[src/hw/sfa_consts.vh]
// Purpose: Constants for the storage fetch adapter serial flash master.
// Assumes: Included by the adapter design file only.
// Notes:   Instruction codes, sequence defaults and field widths.
`ifndef SFA_CONSTS_VH
`define SFA_CONSTS_VH
`define SFA_CMD_WREN      8'h06
`define SFA_CMD_WVCR      8'h81
`define SFA_VCR_DATA      8'h8b
`define SFA_CMD_EN4B      8'hb7
`define SFA_CMD_FREAD     8'h0b
`define SFA_DUMMY_BYTES   3'h1
`define SFA_LAST_BIT      4'h7
`define SFA_ADDR_W        32
`define SFA_LEN_W         16
`define SFA_DEF_LARGE     1'h0
`endif

[src/hw/sfa_storage_fetch_adapter.v]
// Purpose: Fixed-function serial flash read master for the storage fetch adapter.
// Assumes: One clock, synchronous high reset, single flash device on the bus.
// Notes:   Serial clock is the input clock divided by two (mode 0).
//          Requests are refused until setup ends and while a frame is open.
//          Dummy and address byte counts are fixed when the block is built.
`timescale 1ns/10ps
`default_nettype none
`include "sfa_consts.vh"
module sfa_storage_fetch_adapter #(
    parameter [0:0] correction_enable_param     = 1'h1,
    parameter [0:0] classification_enable_param = 1'h1,
    parameter [0:0] large_storage_param         = `SFA_DEF_LARGE,
    parameter [0:0] issue_write_enable_param    = large_storage_param,
    parameter [0:0] issue_volatile_cfg_param    = large_storage_param,
    parameter [0:0] issue_four_byte_entry_param = large_storage_param
) (
    input  wire                    clk,
    input  wire                    sys_rst,
    input  wire                    clk_en,
    input  wire                    fetch_req,
    input  wire [`SFA_ADDR_W-1:0]  fetch_addr,
    input  wire [`SFA_LEN_W-1:0]   fetch_len,
    output reg                     fetch_busy_r,
    output reg                     setup_done_r,
    output reg                     fetch_data_valid_r,
    output reg  [7:0]              fetch_data_r,
    output reg                     fetch_done_r,
    output reg                     spi_sclk_r,
    output reg                     spi_cs_n_r,
    output reg                     spi_mosi_r,
    input  wire                    spi_miso
);
    // The port is only active when a function needs external storage.
    // With both functions off the engine is held in reset, select high and clock low.
    localparam [0:0] PORT_ON = correction_enable_param | classification_enable_param;

    // Top-level sequencer states.
    localparam [3:0] ST_IDLE  = 4'h0;
    localparam [3:0] ST_WREN1 = 4'h1;
    localparam [3:0] ST_VCR   = 4'h2;
    localparam [3:0] ST_WREN2 = 4'h3;
    localparam [3:0] ST_EN4B  = 4'h4;
    localparam [3:0] ST_READY = 4'h5;
    localparam [3:0] ST_CMD   = 4'h6;
    localparam [3:0] ST_ADDR  = 4'h7;
    localparam [3:0] ST_DUMMY = 4'h8;
    localparam [3:0] ST_DATA  = 4'h9;
    localparam [3:0] ST_GAP   = 4'ha;

    // Byte engine: shift one byte with divided clock and report its end.
    reg  [3:0]             state_r;
    reg  [3:0]             after_gap_r;
    // Shift registers and bit position of the byte in flight.
    reg  [7:0]             tx_r;
    reg  [7:0]             rx_r;
    reg  [3:0]             bit_cnt_r;
    reg                    byte_act_r;
    reg                    byte_end_r;
    // Byte counters, setup progress and the latched request.
    reg  [2:0]             cnt_r;
    reg                    vcr_data_sent_r;
    reg                    four_byte_r;
    reg  [`SFA_ADDR_W-1:0] addr_r;
    reg  [`SFA_LEN_W-1:0]  left_r;

    // Picks the address byte to send, most significant first.
    function [7:0] addr_byte;
        input [`SFA_ADDR_W-1:0] a;
        input [2:0]             idx;
        begin
            case (idx)
                3'h3:    addr_byte = a[31:24];
                3'h2:    addr_byte = a[23:16];
                3'h1:    addr_byte = a[15:8];
                default: addr_byte = a[7:0];
            endcase
        end
    endfunction

    // Starts a new byte on the serial link.
    task start_byte;
        input [7:0] b;
        begin
            tx_r       <= b;
            spi_mosi_r <= b[7];
            bit_cnt_r  <= 4'h0;
            byte_act_r <= 1'h1;
            spi_cs_n_r <= 1'h0;
        end
    endtask

    // Closes the frame and moves to a state after an idle gap.
    // The gap keeps each instruction in a chip-select frame of its own.
    task end_frame;
        input [3:0] nxt;
        begin
            spi_cs_n_r  <= 1'h1;
            after_gap_r <= nxt;
            state_r     <= ST_GAP;
        end
    endtask

    // Serial shifter: sclk toggles each enabled cycle while a byte is active, half period one clock.
    // The flash launches each bit after the falling clock, so the bit is taken as the clock rises.
    // A byte ends on the edge that returns the serial clock low after its eighth bit.
    always @(posedge clk) begin
        if (sys_rst || !PORT_ON) begin
            spi_sclk_r <= 1'h0;
            rx_r       <= 8'h00;
            byte_end_r <= 1'h0;
        end else if (clk_en) begin
            byte_end_r <= 1'h0;
            if (byte_act_r) begin
                spi_sclk_r <= ~spi_sclk_r;
                if (!spi_sclk_r) begin
                    rx_r <= {rx_r[6:0], spi_miso};
                end else if (bit_cnt_r == `SFA_LAST_BIT) begin
                    byte_end_r <= 1'h1;
                end
            end
        end
    end

    // Sequencer for setup frames and fast read frames.
    // Reset leaves select high, the clock low and every request flag clear.
    always @(posedge clk) begin
        if (sys_rst || !PORT_ON) begin
            state_r            <= ST_IDLE;
            after_gap_r        <= ST_IDLE;
            tx_r               <= 8'h00;
            bit_cnt_r          <= 4'h0;
            byte_act_r         <= 1'h0;
            cnt_r              <= 3'h0;
            vcr_data_sent_r    <= 1'h0;
            four_byte_r        <= 1'h0;
            addr_r             <= {`SFA_ADDR_W{1'b0}};
            left_r             <= {`SFA_LEN_W{1'b0}};
            fetch_busy_r       <= 1'h0;
            setup_done_r       <= 1'h0;
            fetch_data_valid_r <= 1'h0;
            fetch_data_r       <= 8'h00;
            fetch_done_r       <= 1'h0;
            spi_cs_n_r         <= 1'h1;
            spi_mosi_r         <= 1'h0;
        end else if (clk_en) begin
            fetch_data_valid_r <= 1'h0;
            fetch_done_r       <= 1'h0;
            // Advance one bit after each falling edge of the serial clock.
            // The last bit is held until the engine drops, so no ninth shift occurs.
            if (byte_act_r && spi_sclk_r) begin
                if (bit_cnt_r == `SFA_LAST_BIT) begin
                    byte_act_r <= 1'h0;
                end else begin
                    bit_cnt_r  <= bit_cnt_r + 4'h1;
                    tx_r       <= {tx_r[6:0], 1'b0};
                    spi_mosi_r <= tx_r[6];
                end
            end
            case (state_r)
                // Pick the first setup frame from the build-time options.
                ST_IDLE: begin
                    fetch_busy_r <= 1'h1;
                    if (issue_volatile_cfg_param) begin
                        state_r <= issue_write_enable_param ? ST_WREN1 : ST_VCR;
                    end else if (issue_four_byte_entry_param) begin
                        state_r <= issue_write_enable_param ? ST_WREN2 : ST_EN4B;
                    end else begin
                        state_r <= ST_READY;
                    end
                    start_byte(issue_volatile_cfg_param ?
                               (issue_write_enable_param ? `SFA_CMD_WREN : `SFA_CMD_WVCR) :
                               (issue_write_enable_param ? `SFA_CMD_WREN : `SFA_CMD_EN4B));
                    // With no setup frames the byte just started is cancelled at once.
                    if (!issue_volatile_cfg_param && !issue_four_byte_entry_param) begin
                        byte_act_r <= 1'h0;
                        spi_cs_n_r <= 1'h1;
                    end
                end
                // Write enable ahead of the configuration write.
                ST_WREN1: begin
                    if (byte_end_r) begin
                        end_frame(ST_VCR);
                    end
                end
                // Configuration write, instruction then data byte.
                ST_VCR: begin
                    if (byte_end_r) begin
                        // The data byte follows the instruction inside the same frame.
                        if (!vcr_data_sent_r) begin
                            vcr_data_sent_r <= 1'h1;
                            start_byte(`SFA_VCR_DATA);
                        end else begin
                            end_frame(issue_four_byte_entry_param ?
                                      (issue_write_enable_param ? ST_WREN2 : ST_EN4B) : ST_READY);
                        end
                    end
                end
                // Write enable ahead of the four-byte entry.
                ST_WREN2: begin
                    if (byte_end_r) begin
                        end_frame(ST_EN4B);
                    end
                end
                // Four-byte entry; later reads carry four address bytes.
                ST_EN4B: begin
                    if (byte_end_r) begin
                        four_byte_r <= 1'h1;
                        end_frame(ST_READY);
                    end
                end
                ST_GAP: begin
                    // One idle cycle with select high, then open the next setup frame, or return to ready with select left high.
                    state_r <= after_gap_r;
                    case (after_gap_r)
                        ST_VCR:   start_byte(`SFA_CMD_WVCR);
                        ST_WREN2: start_byte(`SFA_CMD_WREN);
                        ST_EN4B:  start_byte(`SFA_CMD_EN4B);
                        default:  spi_cs_n_r <= 1'h1;
                    endcase
                end
                // Wait for a request; zero-length requests are ignored.
                ST_READY: begin
                    setup_done_r <= 1'h1;
                    fetch_busy_r <= 1'h0;
                    // A request during a frame never reaches this state, so it is dropped.
                    if (fetch_req && fetch_len != {`SFA_LEN_W{1'b0}}) begin
                        fetch_busy_r <= 1'h1;
                        addr_r       <= fetch_addr;
                        left_r       <= fetch_len;
                        state_r      <= ST_CMD;
                        start_byte(`SFA_CMD_FREAD);
                    end
                end
                // Fast read instruction, then the top address byte.
                ST_CMD: begin
                    if (byte_end_r) begin
                        // The count holds the address bytes still to send after the first.
                        cnt_r   <= four_byte_r ? 3'h3 : 3'h2;
                        state_r <= ST_ADDR;
                        start_byte(addr_byte(addr_r, four_byte_r ? 3'h3 : 3'h2));
                    end
                end
                // Remaining address bytes, then the dummy byte once the count is spent.
                ST_ADDR: begin
                    if (byte_end_r) begin
                        if (cnt_r == 3'h0) begin
                            cnt_r   <= `SFA_DUMMY_BYTES;
                            state_r <= ST_DUMMY;
                            start_byte(8'h00);
                        end else begin
                            cnt_r <= cnt_r - 3'h1;
                            start_byte(addr_byte(addr_r, cnt_r - 3'h1));
                        end
                    end
                end
                // Dummy bytes of eight clocks each, counted down.
                ST_DUMMY: begin
                    if (byte_end_r) begin
                        if (cnt_r == 3'h1) begin
                            state_r <= ST_DATA;
                            start_byte(8'h00);
                        end else begin
                            cnt_r <= cnt_r - 3'h1;
                            start_byte(8'h00);
                        end
                    end
                end
                // Data bytes; the last one closes the frame with the done pulse.
                ST_DATA: begin
                    if (byte_end_r) begin
                        fetch_data_r       <= rx_r;
                        fetch_data_valid_r <= 1'h1;
                        left_r             <= left_r - {{(`SFA_LEN_W-1){1'b0}}, 1'b1};
                        if (left_r == {{(`SFA_LEN_W-1){1'b0}}, 1'b1}) begin
                            fetch_done_r <= 1'h1;
                            end_frame(ST_READY);
                        end else begin
                            start_byte(8'h00);
                        end
                    end
                end
                // An unused code restarts the setup sequence.
                default: state_r <= ST_IDLE;
            endcase
        end
    end
endmodule
`default_nettype wire

[config.mk]
export PLATFORM = sky130hd
export DESIGN_NAME = sfa_storage_fetch_adapter
export DESIGN_NICKNAME = d
export VERILOG_FILES = /design/src/hw/sfa_storage_fetch_adapter.v
export VERILOG_INCLUDE_DIRS = /design/src /design/src/hw
export SDC_FILE = /design/constraint.sdc
export NUM_CORES = 1
export LEC_CHECK = 0
export BUFFER_PORTS_ARGS = -buffer_cell sky130_fd_sc_hd__buf_2
export CAP_MARGIN = 5
export CORE_ASPECT_RATIO = 0.5
export CORE_MARGIN = 3
export CORE_UTILIZATION = 30
export CTS_CLUSTER_DIAMETER = 100
export DETAILED_ROUTE_END_ITERATION = 10
export HOLD_SLACK_MARGIN = 0.1
export PLACE_DENSITY_LB_ADDON = 0.2
export SYNTH_ARGS = -nofsm -noshare
export SYNTH_HDL_FRONTEND = slang
export SYNTH_SLANG_ARGS = --single-unit
[constraint.sdc]
create_clock -name clk -period 2.2 [get_ports clk]
set_input_delay 0 -clock clk [delete_from_list [all_inputs] [get_ports clk]]
set_output_delay 0 -clock clk [all_outputs]
set_load 0.02 [all_outputs]
==> results of run 1 <==
## critical path: cells and delay by family, from the launching register on
kind,cells,cell delay [ps]
fa+ha+maj,1,120
flops,1,330
simple gates,2,990
buf+inv,2,180
compound gates,3,480
## per-stage QoR
| step | setup slack, ps | setup TNS (ps) | utilization, % |
|---|---|---|---|
| floorplan | -27.4 | -27.4 | - |
| global placement | -30.3 | -61.3 | 37.6 |
| detailed placement | -75.2 | -393 | 37.6 |
| CTS | -0.0406 | -0.0406 | 42.5 |
| global route | -65.2 | -180 | 43.5 |
| finish | -9.98 | -9.98 | 43.5 |
## what timing repair did
action | CTS | global route
pin swaps | 1 | 11
setup endpoints to repair | 14 | 55
hold buffers | 49 | 0
endpoints found under the hold margin | 49 | 0
buffers inserted | 3 | 3
resized for setup | 11 | 41
## report_power, final
group	switching [W]	internal (W)	leakage (nW)	total, W
clock network	0.000714	0.00101	0.158	0.00172
logic	0.00149	0.00122	1.97	0.00271
registers	0.000172	0.00188	0.780	0.00205
## layout make-up
type,count,area [um2]
multi-input combinational,567,3610
clock inverter,3,46.3
timing repair buffer,202,1550
tap,252,315
inverter,17,66.3
clock buffer,13,280
sequential,96,1930
fill,1853,10100
## logic make-up after synthesis
family,share of synthesized area (%)
DFF,34.0
xor gates and xnor gates,0.621
AOI/OAI and AO/OA,29.5
adders and majority gates,1.99
buffers and inverters,5.30
and+or+nand+nor,25.2
muxes,3.37
## worst max-delay path by stage
stage / end / startpoint / depth (start not counted)
2_1_floorplan: after_gap_r[2]$_SDFFE_PP0P_ / left_r[1]$_SDFFE_PP0P_ / 7
3_3_place_gp: after_gap_r[2]$_SDFFE_PP0P_ / left_r[1]$_SDFFE_PP0P_ / 8
3_5_place_dp: after_gap_r[2]$_SDFFE_PP0P_ / left_r[1]$_SDFFE_PP0P_ / 8
4_1_cts: after_gap_r[2]$_SDFFE_PP0P_ / left_r[2]$_SDFFE_PP0P_ / 6
6_report: left_r[12]$_SDFFE_PP0P_ / left_r[0]$_SDFFE_PP0P_ / 8
5_1_grt: left_r[12]$_SDFFE_PP0P_ / left_r[0]$_SDFFE_PP0P_ / 8
## cells in the final DEF, fill, tap and decap left out, types with 5 or more instances in the layout
cell type,Yosys,layout
sky130_fd_sc_hd__o32ai_1,6,6
sky130_fd_sc_hd__inv_1,15,11
sky130_fd_sc_hd__buf_2,5,67
sky130_fd_sc_hd__nor3_1,14,13
sky130_fd_sc_hd__buf_12,0,5
sky130_fd_sc_hd__dfxtp_1,96,90
sky130_fd_sc_hd__nor2_1,52,52
sky130_fd_sc_hd__dfxtp_2,0,6
sky130_fd_sc_hd__mux2_2,8,8
sky130_fd_sc_hd__ha_1,9,6
sky130_fd_sc_hd__nand4_1,6,6
sky130_fd_sc_hd__or2_2,7,7
sky130_fd_sc_hd__nand2b_1,6,6
sky130_fd_sc_hd__a211oi_1,8,7
sky130_fd_sc_hd__and3_1,8,7
sky130_fd_sc_hd__a21oi_1,87,85
sky130_fd_sc_hd__mux2i_1,10,10
sky130_fd_sc_hd__dlygate4sd3_1,0,49
sky130_fd_sc_hd__a22oi_1,6,5
sky130_fd_sc_hd__o21bai_1,5,5
sky130_fd_sc_hd__o31ai_1,18,17
sky130_fd_sc_hd__nor4_1,10,8
sky130_fd_sc_hd__a222oi_1,8,8
sky130_fd_sc_hd__clkbuf_16,0,9
sky130_fd_sc_hd__a31oi_1,7,7
sky130_fd_sc_hd__o41ai_1,6,5
sky130_fd_sc_hd__nand3_1,14,13
sky130_fd_sc_hd__nor2b_1,9,7
sky130_fd_sc_hd__a311oi_1,8,8
sky130_fd_sc_hd__nand2_1,130,130
sky130_fd_sc_hd__o21ai_0,29,26
sky130_fd_sc_hd__buf_4,0,78
sky130_fd_sc_hd__o211ai_1,10,10
## state kept, by name, summed over array words and instances (netlist names)
| signal | cells |
|---|---|
| tx_r | 7 |
| rx_r | 8 |
| fetch_busy_r | 1 |
| left_r | 16 |
| bit_cnt_r | 4 |
| fetch_data_valid_r | 1 |
| fetch_data_r | 8 |
| byte_act_r | 1 |
| vcr_data_sent_r | 1 |
| setup_done_r | 1 |
| fetch_done_r | 1 |
| spi_sclk_r | 1 |
| four_byte_r | 1 |
| state_r | 4 |
| addr_r | 32 |
| byte_end_r | 1 |
| after_gap_r | 3 |
| spi_cs_n_r | 1 |
| cnt_r | 3 |
| spi_mosi_r | 1 |
## layer usage
| layer | routed length [um] | part of all wire, % |
|---|---|---|
| met5 | 0 | 0 |
| met4 | 185 | 0.91 |
| met3 | 1340 | 6.6 |
| met2 | 8650 | 43 |
| met1 | 10200 | 50 |
==> out/metrics.yaml, run 1 <==
sta:
  final_min_period_over_clock_period_pct: 100
  final.min_clock_period_ps: 2210
  slew_worst_pin_ps: 689
  final-max-slew-violation-count: 0
  fmax_mhz: 452
  worst_clock_skew_ps: 9.30
  final_hold_violating_endpoints: 0
  postLayoutSetupSlackWorst_ps: -9.98
  setup_viol_count_final: 1
  whs_ps: 170
  max-slew-margin-rel_pct: 54.1
  grt_setup_unrepaired: "yes"
grt:
  antenna_found_initial: 0
  grtUsageTotal_pct: 19.7
  grt_util_met1_pct: 29.0
  global_route_wire_length_before_repair_mm: 32.2
  gr-total-overflow: 0
  vias_in_the_first_global_route: 5852
  global_route.usage.met3_pct: 3.66
  globalRoute.busiestLayer: "met2"
  grt_use_met2_pct: 30.5
  grt_start_max_net_pins: 61
yosys:
  mappedNetlistNets: 803
  synthDominantAreaCellType: "sky130_fd_sc_hd__dfxtp_1"
  synthesized_instance_count: 741
  synth.lib_cells_used.distinct: 70
  synth_sequential_area_ratio_pct: 34.0
  synth.cell_area_mm2: 0.00565
  synth_commonest_cells: "130 x sky130_fd_sc_hd__nand2_1, 96 x sky130_fd_sc_hd__dfxtp_1, 87 x sky130_fd_sc_hd__a21oi_1"
  post_synth.cell_area_avg_um2: 7.62
  yosys.area.top_type_share_pct: 34.0
  post-synth-top-count-cell: "sky130_fd_sc_hd__nand2_1"
  fraction_of_registers_with_async_set_or_reset_after_synthesis_pct: 0
  main_area_contributors_after_synthesis: "sky130_fd_sc_hd__dfxtp_1 34%, sky130_fd_sc_hd__nand2_1 8.6%, sky130_fd_sc_hd__a21oi_1 7.7%, sky130_fd_sc_hd__clkbuf_1 3.5%, sky130_fd_sc_hd__nor2_1 3.5%"
  synth_top_flop_cell: "sky130_fd_sc_hd__dfxtp_1"
  yosys_warnings: 0
  total_of_flip_flops_plus_latches_after_synthesis: 96
  synth_enable_flop_cells: 0
outcome:
  outcome: "finished with violations"
  failed_checks: "negative setup slack"
final_layout:
  post_layout_nonfiller_instances: 1150
  final_layout_size_suffix_gt1_share_pct: 25.9
  areaGrowthSynthToFinish_pct: 38.1
  diodes: 0
  nets: 955
  layout.cell_area.non_filler_mm2: 0.00780
routing:
  via_count: 6280
  avgViaCountPerCell: 5.46
  drt_pass1_iterations: 5
  drt_iter0_drc: 541
  route.detailed.drc: 0
  drtAntennaViolNets: 0
  routed_wirelength_mm: 20.3
  detail_route.wl_per_cell_um: 17.7
floorplan:
  ios: 68
  core_footprint_mm2: 0.0179
  initial_utilization_pct: 31.5
  die_area_mm2: 0.0206
  die_height_um: 103
  floorplan.die.width_um: 200
  floorplan.rows: 34
setup_path:
  cp_cell_sequence: "buf_6 -> inv_4 -> ha_4 -> or4b_4 -> or4_4 -> o21ai_2 -> a311oi_1 -> a31o_2"
  rrSetupSlack_ps: -10
  slowest_delay_ps: 520
  reg2reg_from: "left_r[0]$_SDFFE_PP0P_"
  worst_ep_required_time_ps: 2460
  timing.rr.end: "left_r[12]$_SDFFE_PP0P_"
  critical_path.slowest_cell: "sky130_fd_sc_hd__or4_4"
  endpoint_kind: "flop"
  critical_path_peak_fanout: 3
  timing.critical_path.from_type: "flop"
  r2r.worst_path.cells: 8
  timing.critical_path.arrival_ps: 2470
  path_class: "flop to flop"
worst_hold_path:
  worstHoldStart: "fetch_len[6]"
  holdPathEnd: "left_r[6]$_SDFFE_PP0P_"
  min_path_type: "input pin to flop"
  holdPathStages: 4
clocking:
  cts_num_sinks: 96
  clk_transition_reported_paths_ps: 70
  clock_path_buffers: 2
  insertion_delay_ps: 360
  clock_tree_from_tritoncts: "built"
  cell_at_the_root_of_the_clock_tree: "sky130_fd_sc_hd__clkbuf_16"
  tritoncts.num_buffers: 9
  h-tree-depth: 3
placement:
  place_area_mm2: 0.00674
  globalplace.congestion: 0.931
  port_buffers: 67
  detailed_place_hpwl_mm: 14.5
  placed_cells: 1079
pwr:
  highest_ir_drop_seen_on_vdd_v: 0.000422
  design_power_total_w: 0.00648
  power_density_mw_per_mm2: 831
  total_leakage_power_nw: 2.91
flow_run:
  max-cap-violations: 0
Note: power is estimated with default switching activity, not from simulation.
==> inputs of run 2 (changes only) <==
CELL_PAD_IN_SITES_DETAIL_PLACEMENT = 2   (was not set)
CELL_PAD_IN_SITES_GLOBAL_PLACEMENT = 2   (was not set)
CTS_CLUSTER_SIZE = 8   (was not set)
clock period = 2.65 ns   (was 2.2 ns; I/O delays follow)
==> run 2 against run 1 <==
Compared with the run above:
- the flow now finishes without violations
- fmax decreased by 12%
- clock-buffer cell count shrank 4
- clock power fell by 19%
- routed wire length is 15% higher
- final area down 7.9%
- first-iteration DRC count down 33%
- clock skew decreased by 1.9 ps
- core utilization decreased by 3.4 points
- sequential share of layout area grew 2.0 points
- setup slack improved by 140 ps
- sequential power fell by 14%
- critical path type unchanged
- largest cell class unchanged
==> out/metrics.yaml, run 2 (synthesis results as in run 1) <==
sta:
  setup_viol_count_final: 0
  worst_clock_skew_ps: 7.41
  final_hold_violating_endpoints: 0
  setup-tns-final_ps: 0
  slew_worst_pin_ps: 747
  max-slew-margin-rel_pct: 50.0
  final.min_clock_period_ps: 2520
  grt_setup_unrepaired: "no"
  fmax_mhz: 397
  final_min_period_over_clock_period_pct: 95.1
  final-max-slew-violation-count: 0
  whs_ps: 104
setup_path:
  endpoint_kind: "flop"
  worst_ep_required_time_ps: 2910
  critical_path.slowest_cell: "sky130_fd_sc_hd__or4b_2"
  reg2reg_from: "left_r[0]$_SDFFE_PP0P_"
  timing.rr.end: "left_r[12]$_SDFFE_PP0P_"
  critical_path_peak_fanout: 4
  path_class: "flop to flop"
  timing.critical_path.from_type: "flop"
  rrSetupSlack_ps: 130
  slowest_delay_ps: 670
  r2r.worst_path.cells: 7
  timing.critical_path.arrival_ps: 2780
  cp_cell_sequence: "inv_1 -> ha_1 -> or4b_2 -> or4_1 -> o21ai_0 -> a311oi_1 -> a31o_2"
final_layout:
  largest_registers: "addr_r x32, left_r x16"
  nets: 909
  mostFrequentLayoutCell: "sky130_fd_sc_hd__nand2_1"
  number_of_flip_flops_in_the_largest_register: 32
  fill_cells: 2062
  area_occupied_by_multi_input_gates_mm2: 0.00346
  final_cell_mix: "130 x sky130_fd_sc_hd__nand2_1, 95 x sky130_fd_sc_hd__dfxtp_1, 85 x sky130_fd_sc_hd__a21oi_1, 67 x sky130_fd_sc_hd__buf_2, 52 x sky130_fd_sc_hd__nor2_1"
  top_register: "addr_r"
  final_layout_size_suffix_gt1_share_pct: 19.0
  areaGrowthSynthToFinish_pct: 27.2
  diodes: 0
  layout.area.seq_mm2: 0.00192
pwr:
  highest_ir_drop_seen_on_vdd_v: 0.000369
  share_comb_of_total_power_pct: 39.1
  power_density_mw_per_mm2: 722
  power.switching_w: 0.00203
  clockPowerShare_pct: 26.7
  sw_frac_of_total_pct: 39.1
  total_leakage_power_nw: 2.61
  p_int_w: 0.00316
  seqPwrFrac_pct: 34.2
  design_power_total_w: 0.00519
routing:
  maxUsedRoutingLayer: "met4"
  routed_wirelength_mm: 23.3
  drtAntennaViolNets: 0
  met3_wirelength_um: 857
  via_count: 6236
  avgViaCountPerCell: 5.65
  route.detailed.drc: 0
  drt_iter0_drc: 360
  detail_route.wl_per_cell_um: 21.1
  drt_pass1_iterations: 4
  wl_met1_mm: 11.2
  routed_wire_length_on_met2_mm: 11.0
clocking:
  clk_transition_reported_paths_ps: 80
  postCtsSetupRepairBufs: 0
  clock_tree_from_tritoncts: "built"
  cell_at_the_root_of_the_clock_tree: "sky130_fd_sc_hd__clkbuf_16"
  insertion_delay_ps: 360
  tritoncts.num_buffers: 9
  h-tree-depth: 3
  clock_path_buffers: 2
  cts_num_sinks: 96
worst_hold_path:
  holdPathStages: 3
  worstHoldStart: "fetch_len[1]"
  min_path_type: "input pin to flop"
  holdPathEnd: "left_r[1]$_SDFFE_PP0P_"
floorplan:
  ios: 68
  initial_utilization_pct: 31.5
  core_footprint_mm2: 0.0179
  floorplan.die.width_um: 200
  die_area_mm2: 0.0206
  die_height_um: 103
  floorplan.rows: 34
placement:
  globalplace.congestion: 0.891
  port_buffers: 67
  detailed_place_hpwl_mm: 16.3
outcome:
  outcome: "finished, final reports clean"
grt:
  global_route_wire_length_before_repair_mm: 37.6
  vias_in_the_first_global_route: 6655
  gr-total-overflow: 0
  antenna_found_initial: 0
  grt_start_max_net_pins: 51
  grtUsageTotal_pct: 23.5
flow_run:
  max-cap-violations: 0
-- run 2: cell count changes in the layout (fill, tap and decap cells not counted), sizes merged --
cell         previous run  this run
clkinvlp                1         2
clkbuf                 13         9
dlygate4sd3            49        48
inv                    16        18
clkinv                  2         3
buf                   153       108
-- run 2: how the worst max path moves through the flow --
stage                                  from                           to  slack, ps  cells after the start
finish               left_r[0]$_SDFFE_PP0P_      left_r[12]$_SDFFE_PP0P_        130                      7
global route        state_r[1]$_SDFFE_PP0P_         tx_r[6]$_SDFFE_PP0P_         10                      7
CTS                   cnt_r[0]$_SDFFE_PP0P_         tx_r[1]$_SDFFE_PP0P_         20                      8
detailed placement    cnt_r[0]$_SDFFE_PP0P_      spi_mosi_r$_SDFFE_PP0P_         40                      8
global placement      cnt_r[0]$_SDFFE_PP0P_         tx_r[1]$_SDFFE_PP0P_        120                      8
floorplan            left_r[1]$_SDFFE_PP0P_  after_gap_r[2]$_SDFFE_PP0P_        330                      7
-- run 2: layout make-up --
class	instances	share of cell area, %
tap	252	4.39
timing repair buffer	156	15.6
clock buffer	9	3.14
inverter	17	0.888
multi-input combinational	567	48.1
sequential	96	26.8
clock inverter	7	1.06
-- run 2: per-layer routing --
layer / vias up / GRT usage, %
met5: - / 0
met3: 28 / 4.08
met2: 137 / 40.0
met4: 0 / 5.89
met1: 3128 / 31.4
li1: 2943 / -
-- run 2: critical path, delay by kind of cell (launching register included) --
family          cells  cell delay (ps)
simple gates        2             1160
compound gates      3              550
flops               1              350
fa+ha+maj           1              250
buf+inv             1              120
-- run 2: stage by stage --
stage	cell area, um2	setup slack [ps]	cells	utilization [%]
3_3_place_gp	6370	124	1040	35.6
5_1_grt	7180	10.4	1104	40.1
4_1_cts	7160	20.0	1104	40.0
6_report	7180	131	1104	40.1
2_1_floorplan	5650	334	741	-
3_5_place_dp	6370	35.5	1040	35.6
-- run 2: power groups by stage --
stage          sequential (W)  clock, W  combinational, W
6_report              0.00177   0.00139           0.00203
5_1_grt               0.00179   0.00148           0.00221
4_1_cts               0.00176   0.00142           0.00199
3_5_place_dp          0.00180         0           0.00192
3_3_place_gp          0.00179         0           0.00189
2_1_floorplan         0.00169         0           0.00128
-- run 2: timing repair --
action	4_1_cts	5_1_grt
gates resized for setup	1	8
endpoints found under the setup margin	1	15
pin swaps	0	1
endpoints found under the hold margin	48	0
hold buffers	48	0
